[config.mk]
export PLATFORM = sky130hd
export DESIGN_NAME = rmc_mod_config_regs
export DESIGN_NICKNAME = d
export VERILOG_FILES = /design/src/common/rmc_pkg.sv /design/src/common/rmc_cfg_if.sv /design/src/hdl/rmc_drive_sel.sv /design/src/hdl/rmc_mod_config_regs.sv
export SDC_FILE = /design/constraint.sdc
export NUM_CORES = 1
export LEC_CHECK = 0
export ABC_AREA = 1
export BUFFER_PORTS_ARGS = -buffer_cell sky130_fd_sc_hd__buf_2
export CAP_MARGIN = 10
export CORE_ASPECT_RATIO = 2
export CORE_MARGIN = 4
export CORE_UTILIZATION = 25
export DETAILED_ROUTE_END_ITERATION = 8
export PLACE_DENSITY = 0.53
export SLEW_MARGIN = 25
export SYNTH_ARGS = -nofsm -noshare
export SYNTH_HDL_FRONTEND = slang
export SYNTH_HIERARCHICAL = 1
export SYNTH_SLANG_ARGS = --single-unit
[constraint.sdc]
create_clock -name clk -period 3.6 [get_ports clk]
set_input_delay 0.72 -clock clk [delete_from_list [all_inputs] [get_ports clk]]
set_output_delay 0.72 -clock clk [all_outputs]
set_load 0.02 [all_outputs]
[src/common/rmc_pkg.sv]
// rmc_pkg: register map, field layout, reset values and lookup tables for
// the modulation configuration register bank.
// assumes a 32-bit AHB-Lite bus, one aligned word per register.
//
// Contract
// - bit 7 low enables regulator AM
// - bit 6 makes the pin active low
// - bit 5 puts load modulation on pin
// - bit 4 enables driver load modulation, resets set
// - bit 3 enables resistive AM with level field
// - bit 2 enables shaped regulator AM, resets clear
// - bits 7:4 modulated drive level, reset 0111
// - bits 3:0 unmodulated drive level, reset 0
// - level code maps monotonic, 15 is high impedance
// - depth index maps 0 to 82 percent
`default_nettype none

package rmc_pkg;

  // printed register indices; byte address is four times the index
  localparam logic [7:0]  AUX_IDX      = 8'h28;
  localparam logic [7:0]  PTM_IDX      = 8'h29;
  localparam logic [7:0]  MODLVL_IDX   = 8'h30;
  localparam logic [7:0]  STATUS_IDX   = 8'h31;
  localparam logic [31:0] AUX_ADDR     = {22'h0, AUX_IDX, 2'h0};
  localparam logic [31:0] PTM_ADDR     = {22'h0, PTM_IDX, 2'h0};
  localparam logic [31:0] MODLVL_ADDR  = {22'h0, MODLVL_IDX, 2'h0};
  localparam logic [31:0] STATUS_ADDR  = {22'h0, STATUS_IDX, 2'h0};

  // auxiliary modulation register bit positions
  localparam int unsigned AUX_REG_OFF_BIT  = 7;
  localparam int unsigned AUX_PIN_POL_BIT  = 6;
  localparam int unsigned AUX_PIN_EN_BIT   = 5;
  localparam int unsigned AUX_DRV_LM_BIT   = 4;
  localparam int unsigned AUX_RESISTIVE_MOD_ENABLE_BIT   = 3;
  localparam int unsigned AUX_SHAPED_BIT   = 2;
  localparam logic [7:0]  AUX_WRITE_MASK   = 8'hFC;

  // passive target register: modulated level high nibble, unmodulated low
  localparam int unsigned PTM_MOD_LSB   = 4;
  localparam int unsigned PTM_UNMOD_LSB = 0;

  // modulation level register: depth index bits 11:8, resistive level 6:0
  localparam int unsigned MODLVL_DEPTH_LSB = 8;
  localparam int unsigned MODLVL_RES_LSB   = 0;

  // reset values
  localparam logic [7:0] AUX_RESET       = 8'h10;
  localparam logic [7:0] PTM_RESET       = 8'h70;
  localparam logic [3:0] DEPTH_RESET     = 4'h7;
  localparam logic [6:0] RES_LEVEL_RESET = 7'h00;

  // drive level code that leaves the driver in high impedance
  localparam logic [3:0] LEVEL_HIZ = 4'hF;

  // modulation depth in percent for a depth index
  function automatic logic [6:0] depth_pct(input logic [3:0] code);
    logic [6:0] p;
    p = 7'h00;
    case (code)
      4'h0: p = 7'd0;
      4'h1: p = 7'd8;
      4'h2: p = 7'd10;
      4'h3: p = 7'd11;
      4'h4: p = 7'd12;
      4'h5: p = 7'd13;
      4'h6: p = 7'd14;
      4'h7: p = 7'd15;
      4'h8: p = 7'd20;
      4'h9: p = 7'd25;
      4'hA: p = 7'd30;
      4'hB: p = 7'd40;
      4'hC: p = 7'd50;
      4'hD: p = 7'd60;
      4'hE: p = 7'd70;
      default: p = 7'd82;
    endcase
    return p;
  endfunction

  // normalized drive resistance times ten; zero means high impedance
  function automatic logic [11:0] res_x10(input logic [3:0] code);
    logic [11:0] r;
    r = 12'h000;
    case (code)
      4'h0: r = 12'd10;
      4'h1: r = 12'd20;
      4'h2: r = 12'd41;
      4'h3: r = 12'd83;
      4'h4: r = 12'd122;
      4'h5: r = 12'd171;
      4'h6: r = 12'd256;
      4'h7: r = 12'd320;
      4'h8: r = 12'd366;
      4'h9: r = 12'd427;
      4'hA: r = 12'd512;
      4'hB: r = 12'd640;
      4'hC: r = 12'd853;
      4'hD: r = 12'd1280;
      4'hE: r = 12'd2560;
      default: r = 12'd0;
    endcase
    return r;
  endfunction

endpackage : rmc_pkg

`default_nettype wire

[src/common/rmc_cfg_if.sv]
// rmc_cfg_if: configuration fields passed from the register bank to the
// drive selector. assumes both ends sit on the same clock.
`default_nettype none

interface rmc_cfg_if;
  logic       regulator_mod_off;           // regulator AM disable
  logic       pin_loadmod_polarity;        // pin active low when set
  logic       pin_loadmod_enable;          // pin carries load modulation
  logic       driver_loadmod_enable;       // load modulation via driver
  logic       resistive_mod_enable;        // resistive AM on
  logic       shaped_regulator_mod_enable; // shaped regulator AM on
  logic [3:0] modulated_drive_level;       // passive modulated level
  logic [3:0] unmodulated_drive_level;     // passive unmodulated level
  logic [3:0] mod_depth_index;             // regulator AM depth
  logic [6:0] resistive_mod_level;         // resistive AM level

  modport regs (
    output regulator_mod_off, pin_loadmod_polarity, pin_loadmod_enable,
           driver_loadmod_enable, resistive_mod_enable,
           shaped_regulator_mod_enable, modulated_drive_level,
           unmodulated_drive_level, mod_depth_index, resistive_mod_level
  );
  modport drv (
    input  regulator_mod_off, pin_loadmod_polarity, pin_loadmod_enable,
           driver_loadmod_enable, resistive_mod_enable,
           shaped_regulator_mod_enable, modulated_drive_level,
           unmodulated_drive_level, mod_depth_index, resistive_mod_level
  );
endinterface : rmc_cfg_if

`default_nettype wire

[src/hdl/rmc_drive_sel.sv]
// rmc_drive_sel: combinational choice of the antenna driver setting from
// the configuration and the current modulation state.
// assumes the modulation inputs are on the register bank's clock.
`default_nettype none

module rmc_drive_sel (
  rmc_cfg_if.drv           cfg,
  input  wire logic        loadmod_signal,
  input  wire logic        tx_modulated,
  input  wire logic        passive_target_mode,
  output logic             pin_level,
  output logic             driver_lm_active,
  output logic             resistive_active,
  output logic [3:0]       level_code,
  output logic [11:0]      level_res_x10,
  output logic [6:0]       depth_pct
);

  // driver load modulation only counts in passive target mode
  assign driver_lm_active = cfg.driver_loadmod_enable & passive_target_mode;

  // resistive AM acts on transmitter modulated phases while driver load modulation is inactive
  assign resistive_active = cfg.resistive_mod_enable & tx_modulated
                          & ~driver_lm_active;

  // modulated phase takes the upper level, idle phase the lower one
  assign level_code = ~driver_lm_active ? 4'h0
                    : loadmod_signal ? cfg.modulated_drive_level
                    : cfg.unmodulated_drive_level;

  // monotonic table; code 15 reads as zero meaning high impedance
  assign level_res_x10 = rmc_pkg::res_x10(level_code);

  // polarity inverts the active level; disabled pin rests inactive
  assign pin_level = cfg.pin_loadmod_enable
                   ? (loadmod_signal ^ cfg.pin_loadmod_polarity)
                   : cfg.pin_loadmod_polarity;

  // depth is reported as zero while regulator AM is disabled
  assign depth_pct = cfg.regulator_mod_off ? 7'h00
                   : rmc_pkg::depth_pct(cfg.mod_depth_index);

endmodule // rmc_drive_sel

`default_nettype wire

[src/hdl/rmc_mod_config_regs.sv]
// rmc_mod_config_regs: AHB-Lite register bank that configures how the
// transmitter modulates and how load modulation reaches the driver and pin.
// assumes a single AHB-Lite master, word transfers only, and modulation
// inputs produced by logic on the same clock (no synchronisers needed).
//
// Added by the designer: the AHB-Lite register port.
`default_nettype none

module rmc_mod_config_regs (
  input  wire logic        clk,
  input  wire logic        rst,
  input  wire logic        clk_en,
  // ahb-lite slave port
  input  wire logic        hsel,
  input  wire logic [31:0] haddr,
  input  wire logic [1:0]  htrans,
  input  wire logic        hwrite,
  input  wire logic        hready,
  input  wire logic [31:0] hwdata,
  output logic             hreadyout,
  output logic             hresp,
  output logic [31:0]      hrdata,
  // modulation state from the transmitter and target logic
  input  wire logic        loadmod_signal,
  input  wire logic        tx_modulated,
  input  wire logic        passive_target_mode,
  // driver and pin controls
  output logic             loadmod_output_pin,
  output logic             regulator_mod_on,
  output logic             shaped_regulator_mod_on,
  output logic [6:0]       mod_depth_pct,
  output logic             driver_loadmod_active,
  output logic             resistive_mod_active,
  output logic [3:0]       drive_level_code,
  output logic [6:0]       resistive_level,
  output logic             drive_hiz,
  output logic [11:0]      drive_res_x10
);

  // bus phase tracking
  logic        dp_valid_q;      // a data phase is in progress
  logic        dp_valid_d;      // next data phase flag
  logic        dp_write_q;      // the pending data phase is a write
  logic        dp_write_d;      // next write flag
  logic [31:0] dp_addr_q;       // address captured in the address phase
  logic [31:0] dp_addr_d;       // next captured address
  logic [31:0] hrdata_q;        // read data register
  logic [31:0] hrdata_d;        // next read data

  // software registers
  logic [7:0]  aux_q;           // auxiliary modulation config
  logic [7:0]  aux_d;
  logic [7:0]  ptm_q;           // passive target drive levels
  logic [7:0]  ptm_d;
  logic [3:0]  depth_q;         // regulator AM depth index
  logic [3:0]  depth_d;
  logic [6:0]  res_lvl_q;       // resistive AM level
  logic [6:0]  res_lvl_d;

  // registered driver and pin outputs
  logic        pin_q;           // load modulation pin level
  logic        reg_on_q;        // regulator AM active
  logic        shaped_on_q;     // shaped regulator AM active
  logic [6:0]  depth_pct_q;     // reported modulation depth
  logic        drv_lm_q;        // driver load modulation active
  logic        res_act_q;       // resistive AM active
  logic [3:0]  code_q;          // driver level code
  logic [6:0]  res_out_q;       // resistive level driven out
  logic        hiz_q;           // driver in high impedance
  logic [11:0] res_x10_q;       // normalized resistance times ten

  // decode and selection wires
  logic        addr_accept;     // address phase taken this cycle
  logic        wr_now;          // write data phase completes this cycle
  logic        wr_aux;          // write hits the auxiliary register
  logic        wr_ptm;          // write hits the passive target register
  logic        wr_modlvl;       // write hits the modulation level register
  logic        rd_aux;          // read address selects auxiliary register
  logic        rd_ptm;          // read address selects passive register
  logic        rd_modlvl;       // read address selects level register
  logic        rd_status;       // read address selects status register
  logic [31:0] status_word;     // live status of the drive selection

  // results of the drive selector
  logic        sel_pin;
  logic        sel_drv_lm;
  logic        sel_res_act;
  logic [3:0]  sel_code;
  logic [11:0] sel_res_x10;
  logic [6:0]  sel_depth;

  rmc_cfg_if cfg_bus ();

  // the slave never stretches a transfer except while frozen, so the
  // master sees hready low whenever the clock enable drops
  assign hreadyout = clk_en;
  assign hresp     = 1'b0;
  assign hrdata    = hrdata_q;

  // an address phase is taken on a valid non-sequential or sequential
  // transfer while the bus is ready and the block is not frozen
  assign addr_accept = hsel & htrans[1] & hready & clk_en;

  // the write lands in the data phase cycle where hwdata stands
  assign wr_now    = dp_valid_q & dp_write_q & clk_en;
  assign wr_aux    = wr_now & (dp_addr_q == rmc_pkg::AUX_ADDR);
  assign wr_ptm    = wr_now & (dp_addr_q == rmc_pkg::PTM_ADDR);
  assign wr_modlvl = wr_now & (dp_addr_q == rmc_pkg::MODLVL_ADDR);

  // read decode looks at the live address phase
  assign rd_aux    = haddr == rmc_pkg::AUX_ADDR;
  assign rd_ptm    = haddr == rmc_pkg::PTM_ADDR;
  assign rd_modlvl = haddr == rmc_pkg::MODLVL_ADDR;
  assign rd_status = haddr == rmc_pkg::STATUS_ADDR;

  // reserved low bits of the auxiliary register never store a one
  assign aux_d = wr_aux ? (hwdata[7:0] & rmc_pkg::AUX_WRITE_MASK)
                        : aux_q;

  // passive target levels are stored whole
  assign ptm_d = wr_ptm ? hwdata[7:0] : ptm_q;

  // depth index and resistive level share one word
  assign depth_d   = wr_modlvl
                   ? hwdata[rmc_pkg::MODLVL_DEPTH_LSB +: 4] : depth_q;
  assign res_lvl_d = wr_modlvl
                   ? hwdata[rmc_pkg::MODLVL_RES_LSB +: 7] : res_lvl_q;

  // next bus phase state
  assign dp_valid_d = addr_accept ? 1'b1 : (clk_en ? 1'b0 : dp_valid_q);
  assign dp_write_d = addr_accept ? hwrite : dp_write_q;
  assign dp_addr_d  = addr_accept ? haddr : dp_addr_q;

  // live state a driver engineer wants to see without a scope
  assign status_word = {16'h0000, hiz_q, res_act_q, drv_lm_q, pin_q,
                        code_q, 1'b0, depth_pct_q};

  // read data is picked from the next-state values so that a read right
  // behind a write to the same register returns the new contents
  assign hrdata_d = ~(addr_accept & ~hwrite) ? hrdata_q
                  : rd_aux    ? {24'h000000, aux_d}
                  : rd_ptm    ? {24'h000000, ptm_d}
                  : rd_modlvl ? {20'h00000, depth_d, 1'b0, res_lvl_d}
                  : rd_status ? status_word
                  : 32'h00000000;

  // fan the register fields out to the drive selector
  assign cfg_bus.regulator_mod_off           = aux_q[rmc_pkg::AUX_REG_OFF_BIT];
  assign cfg_bus.pin_loadmod_polarity        = aux_q[rmc_pkg::AUX_PIN_POL_BIT];
  assign cfg_bus.pin_loadmod_enable          = aux_q[rmc_pkg::AUX_PIN_EN_BIT];
  assign cfg_bus.driver_loadmod_enable       = aux_q[rmc_pkg::AUX_DRV_LM_BIT];
  assign cfg_bus.resistive_mod_enable        = aux_q[rmc_pkg::AUX_RESISTIVE_MOD_ENABLE_BIT];
  assign cfg_bus.shaped_regulator_mod_enable = aux_q[rmc_pkg::AUX_SHAPED_BIT];
  assign cfg_bus.modulated_drive_level       = ptm_q[rmc_pkg::PTM_MOD_LSB +: 4];
  assign cfg_bus.unmodulated_drive_level     = ptm_q[rmc_pkg::PTM_UNMOD_LSB +: 4];
  assign cfg_bus.mod_depth_index             = depth_q;
  assign cfg_bus.resistive_mod_level         = res_lvl_q;

  // the selector is pure logic; every output is registered below
  rmc_drive_sel u_drive_sel (
    .cfg                 (cfg_bus.drv),
    .loadmod_signal      (loadmod_signal),
    .tx_modulated        (tx_modulated),
    .passive_target_mode (passive_target_mode),
    .pin_level           (sel_pin),
    .driver_lm_active    (sel_drv_lm),
    .resistive_active    (sel_res_act),
    .level_code          (sel_code),
    .level_res_x10       (sel_res_x10),
    .depth_pct           (sel_depth)
  );

  // bus phase registers; frozen while clk_en is low
  always_ff @(posedge clk) begin
    if (rst) begin
      dp_valid_q <= 1'b0;
      dp_write_q <= 1'b0;
      dp_addr_q  <= 32'h00000000;
      hrdata_q   <= 32'h00000000;
    end else if (clk_en) begin
      dp_valid_q <= dp_valid_d;
      dp_write_q <= dp_write_d;
      dp_addr_q  <= dp_addr_d;
      hrdata_q   <= hrdata_d;
    end
  end

  // software registers; reset puts driver load modulation on and
  // regulator AM on, as a freshly powered front end expects
  always_ff @(posedge clk) begin
    if (rst) begin
      aux_q     <= rmc_pkg::AUX_RESET;
      ptm_q     <= rmc_pkg::PTM_RESET;
      depth_q   <= rmc_pkg::DEPTH_RESET;
      res_lvl_q <= rmc_pkg::RES_LEVEL_RESET;
    end else if (clk_en) begin
      aux_q     <= aux_d;
      ptm_q     <= ptm_d;
      depth_q   <= depth_d;
      res_lvl_q <= res_lvl_d;
    end
  end

  // mode enables follow the register with one cycle of latency
  always_ff @(posedge clk) begin
    if (rst) begin
      reg_on_q    <= 1'b0;
      shaped_on_q <= 1'b0;
      depth_pct_q <= 7'h00;
    end else if (clk_en) begin
      reg_on_q    <= ~aux_q[rmc_pkg::AUX_REG_OFF_BIT];
      shaped_on_q <= aux_q[rmc_pkg::AUX_SHAPED_BIT];
      depth_pct_q <= sel_depth;
    end
  end

  // driver and pin controls; a glitch on these would reach the antenna,
  // so they come from flops rather than straight from the decode
  always_ff @(posedge clk) begin
    if (rst) begin
      pin_q     <= 1'b0;
      drv_lm_q  <= 1'b0;
      res_act_q <= 1'b0;
      code_q    <= 4'h0;
      res_x10_q <= 12'h000;
      hiz_q     <= 1'b0;
      res_out_q <= 7'h00;
    end else if (clk_en) begin
      pin_q     <= sel_pin;
      drv_lm_q  <= sel_drv_lm;
      res_act_q <= sel_res_act;
      code_q    <= sel_code;
      res_x10_q <= sel_res_x10;
      hiz_q     <= sel_drv_lm & (sel_code == rmc_pkg::LEVEL_HIZ);
      res_out_q <= sel_res_act ? res_lvl_q : 7'h00;
    end
  end

  // outputs straight from the flops above
  assign loadmod_output_pin      = pin_q;
  assign regulator_mod_on        = reg_on_q;
  assign shaped_regulator_mod_on = shaped_on_q;
  assign mod_depth_pct           = depth_pct_q;
  assign driver_loadmod_active   = drv_lm_q;
  assign resistive_mod_active    = res_act_q;
  assign drive_level_code        = code_q;
  assign resistive_level         = res_out_q;
  assign drive_hiz               = hiz_q;
  assign drive_res_x10           = res_x10_q;

endmodule // rmc_mod_config_regs

`default_nettype wire

Word level (Yosys, flattened, before mapping)
Memory sizes are Yosys's and may differ from the RTL's. A register that Yosys moved wholly into a read port is not among the register bits.
Cells that the tools add are included.
- register bits: 117
- memory bits (read-only): 304
- memories kept: 2
- input port bits: 75
- memories (name ; words ; bits a word ; read ports ; clocked after memory_dff ; write ports ; line ; RTL):
    (no name shown) ; 16 ; 12 ; 1 ; 1 ; 0 ; rmc_pkg.sv:85 ; case (code)
    (no name shown) ; 16 ; 7 ; 1 ; 1 ; 0 ; rmc_pkg.sv:60 ; case (code)
- multiplexer cells: 16
- equal/unequal tests: 8
- reductions and logical operators: 2
- bitwise gates (word level): 17
- operator list (cell ; count):
    32-bit by 8-bit equality test with 1-bit output (second input constant) ; 7
    16-bit two-way mux ; 4
    7-bit two-way mux ; 3
    4-bit two-way mux ; 5
    8-bit two-way mux ; 2
    1-bit bitwise AND ; 13
    4-bit equality test (second input constant) ; 1
    2-bit AND reduction ; 2
    1-bit inverter ; 3
    1-bit two-way mux ; 2
    1-bit bitwise XOR ; 1

Logic depth before layout (Yosys ltp)
- depth after elaboration: 7
- mapped depth: 13
- depth with buffers taken out: 13

Modules after synthesis
Netlist, hierarchy kept.
- by module, submodules not included (module ; area an instance (um^2) ; cells each ; times used):
    rmc_mod_config_regs ; 4901.0 ; 704 ; 1
    rmc_drive_sel ; 655.6 ; 111 ; 1

Worst setup path after synthesis
No wires, ideal clock.
- path kind: input to register
- start point: input port loadmod_signal
- end point: register res_x10_q[6] (netlist: drive_res_x10[6])
- arrival: 1726 ps
- required time: 3484 ps
- stages on the path: 10
- setup slack: 1758 ps
- cells stage by stage: buf_6 -> inv_6 -> nand2_2 -> nand3_1 -> ha_1 -> inv_1 -> o21ai_1 -> o21ai_1 -> nor2_1 -> nor2_1
- longest elaborated chain between the ends: 2
- ends and longest elaborated chain (item ; line ; RTL):
    start, declared ; rmc_mod_config_regs.sv:24 ; input wire logic loadmod_signal,
    4-bit two-way mux ; rmc_drive_sel.sv:28 ; : loadmod_signal ? cfg.modulated_drive_level
    4-bit two-way mux ; rmc_drive_sel.sv:27 ; assign level_code = ~driver_lm_active ? 4'h0
    end, declared ; rmc_mod_config_regs.sv:70 ; logic [11:0] res_x10_q;
Every way passes these cells.
A chain may end at the register's enable or synchronous reset.

Final worst setup path
- start point: input port clk_en
- end point: register dp_addr_q[6]
- longest elaborated chain between the ends: 2
- ends and longest elaborated chain (item ; line ; RTL):
    start, declared ; rmc_mod_config_regs.sv:12 ; input wire logic clk_en,
    1-bit bitwise AND ; rmc_mod_config_regs.sv:102 ; assign addr_accept = hsel & htrans[1] & hready & clk_en;
    2-bit AND reduction (no source line) * ; - ;
    end signal, assigned ; rmc_mod_config_regs.sv:183 ; dp_addr_q <= dp_addr_d;
    end, declared ; rmc_mod_config_regs.sv:45 ; logic [31:0] dp_addr_q;
Every way passes the cells marked *; elsewhere a longest branch is shown, timed or not.

==> results.sh <==
export IMPL_status="complete, no violations"
export IMPL_numPortBuffers=106
export IMPL_grt_total_usage=0.142
export IMPL_fp_dieH_um=219
export IMPL_mostFrequentLayoutCells="nand2_1 (172), nor2_1 (172), dfxtp_1 (113)"
export IMPL_routabilityCongestion=0.877
export IMPL_fmax_mhz=442
export IMPL_viasPerCell=4.41
export IMPL_cpMaxStageDelayCell="clkinv_1"
export IMPL_cts_sinks=113
export IMPL_antenna_found_initial=1
export IMPL_drive_above_1_share=0.200
export IMPL_cts_made_buffers=17
export IMPL_cts_tree="built"
export IMPL_p_leak_nw=3.20
export IMPL_hold_viol_final=0
export IMPL_htreeDepth=4
export IMPL_ir_worst_vdd_v=0.000268
export IMPL_ant_nets=0
export IMPL_coreArea_sq_um=21700
export IMPL_ctsResizeCount=0
export IMPL_dr_pass1_iters=4
export IMPL_setup_tns_ps=0
export IMPL_grt_max_degree=48
export IMPL_total_power_mw=3.23
export IMPL_worstMarginPinSlew_ps=853
export IMPL_num_vias=5296
export IMPL_rows=76
export IMPL_slowest_delay_ps=670
export IMPL_path_class="input pin to flip-flop"
export IMPL_fin_nets=1002
export IMPL_setup_violations_final=0
export IMPL_cp_cell_sequence="buf_2 > nand4_1 > buf_4 > clkinv_1 > o21ai_0 > a21oi_1"
export IMPL_io_pins=145
export IMPL_grt_pass1_vias=5202
export IMPL_seq_area_frac_synth=0.407
export IMPL_cts_buffer_depth=2
export IMPL_clk_latency_ps=410
export IMPL_relSlewSlack=0.429
export IMPL_grt_pass1_wl_um=27200
export IMPL_critPathMaxFanout=39
export IMPL_synth_seq_cells=113
export IMPL_syn_to_final_growth_pct=23.1
export IMPL_end_kind="flip-flop"
export IMPL_critPathRequiredTime_ps=3880
export IMPL_synth_edf_count=0
export IMPL_route_detailed_drc=0
export IMPL_start_util=0.256
export IMPL_overflow=0
export IMPL_cts_root_buf="clkbuf_16"
export IMPL_first_iter_violations=233
export IMPL_postCtsSetupRepairBufs=0
export IMPL_crit_arrival_ps=2540
export IMPL_slew_violations=0
export IMPL_setup_ws_ps=1340
export IMPL_detail_route_wl_per_cell_um=14.5
export IMPL_die_w_um=113
export IMPL_synth_main_ff_cell="dfxtp_1"
export IMPL_syn_avg_cell_area_sq_um=6.82
export IMPL_period_share=0.629
export IMPL_skew_ps=10.6
export IMPL_wl_um=17400
export IMPL_ys_types=38
export IMPL_dieArea_sq_um=24800
export IMPL_dpl_hpwl_um=13500
export IMPL_hold_buffers=0
export IMPL_netlist_instances=815
export IMPL_finalCriticalPeriod_ps=2260
export IMPL_rsz0062_at_grt="false"
export IMPL_startpoint_type="input pin"
export IMPL_netlist_area_sq_um=5560
export IMPL_async_reset_ff_frac=0
export IMPL_min_path_type="flip-flop to flip-flop"
export IMPL_cap_violations=0
export IMPL_clk_pin_slew_worst_paths_ps=50
export IMPL_yosys_warnings=6
export IMPL_p_per_area_nw_per_um2=472
export IMPL_dp_slack_ps=857
[synth_stat cells (2+ instances only)]
library cell	instances	area, sq um
nor2_2	6	37.5
or2_2	3	18.8
inv_2	8	30.0
inv_6	2	17.5
nor3_1	4	20.0
o21ai_1	8	40.0
inv_1	53	199
buf_2	2	10.0
nand2_2	9	56.3
nand4_1	7	43.8
o21bai_1	2	15.0
ha_1	11	138
a21oi_1	34	170
clkinv_1	2	7.51
dfxtp_1	113	2260
buf_4	18	135
o21ai_0	66	330
nor2_1	172	646
nand2_4	2	22.5
clkbuf_1	25	93.8
nor2_4	8	90.1
buf_6	2	22.5
nand3_1	72	360
nand2_1	172	646
[path summary, 6_finish.rpt]
check,from,end,slack (ps),cells past startpoint
max reg2reg,dp_addr_q[12]$_SDFFE_PP0P_,hrdata[2]$_SDFFE_PP0P_,1820,10
min reg2reg,hrdata[5]$_SDFFE_PP0P_,hrdata[5]$_SDFFE_PP0P_,450,2
max,clk_en,dp_addr_q[6]$_SDFFE_PP0P_,1340,6
min,hrdata[5]$_SDFFE_PP0P_,hrdata[5]$_SDFFE_PP0P_,450,2
[layer usage]
metal | track usage | vias up | wire [um]
met2 | 0.284 | 121 | 9980
met4 | 0.0682 | 0 | 490
met5 | 0 | - | 0
met1 | 0.134 | 2387 | 6300
li1 | - | 2763 | -
met3 | 0.0284 | 25 | 636
[metrics by stage]
stage / std cells / util / cell area [sq um] / hold WS [ps]
finish: 1200 / 0.316 / 6840 / 448
global route: 1200 / 0.316 / 6840 / 471
CTS: 1199 / 0.316 / 6840 / 451
detailed placement: 1170 / 0.290 / 6280 / 436
global placement: 1170 / 0.290 / 6280 / 439
floorplan: 831 / - / 5620 / 425
[registers in the layout, indices dropped and copies added, names as in the netlist, 4 cells and up]
register / flops
dp_addr_q: 32
hrdata: 16
drive_res_x10: 12
aux_q: 8
ptm_q: 8
cfg_bus.resistive_mod_level: 7
mod_depth_pct: 7
resistive_level: 7
cfg_bus.mod_depth_index: 4
drive_level_code: 4
[final cells by class]
type	instances	area, sq um
multi-input cells	605	2830
diodes	1	2.50
clock buffers	23	478
inverters	66	260
flip-flops and latches	113	2260
fillers	2492	14800
clock inverters	6	82.6
repair buffers	113	583
well taps	273	342
[power breakdown]
part	leakage [nW]	internal (mW)	switching, mW	total, mW
clock network	0.275	1.06	0.568	1.62
registers	0.919	1.29	0.0215	1.31
logic	2.01	0.0904	0.208	0.298
[logic make-up (layout without fill, tap and decap cells)]
family          after synthesis  count (layout)  synth area share
simple gates                462             462             0.365
compound gates              114             114             0.107
flops                       113             113             0.407
buf+inv                     113             208            0.0939
fa+ha+maj                    11              11            0.0248
other cells                   1              18          0.000675
xor+xnor                      1               1           0.00158
[critical path, delay by kind of cell]
family	cells	cell delay [ps]
buf+inv	3	1210
compound gates	2	450
simple gates	1	130
No activity file was read; power rests on OpenSTA's default activity.
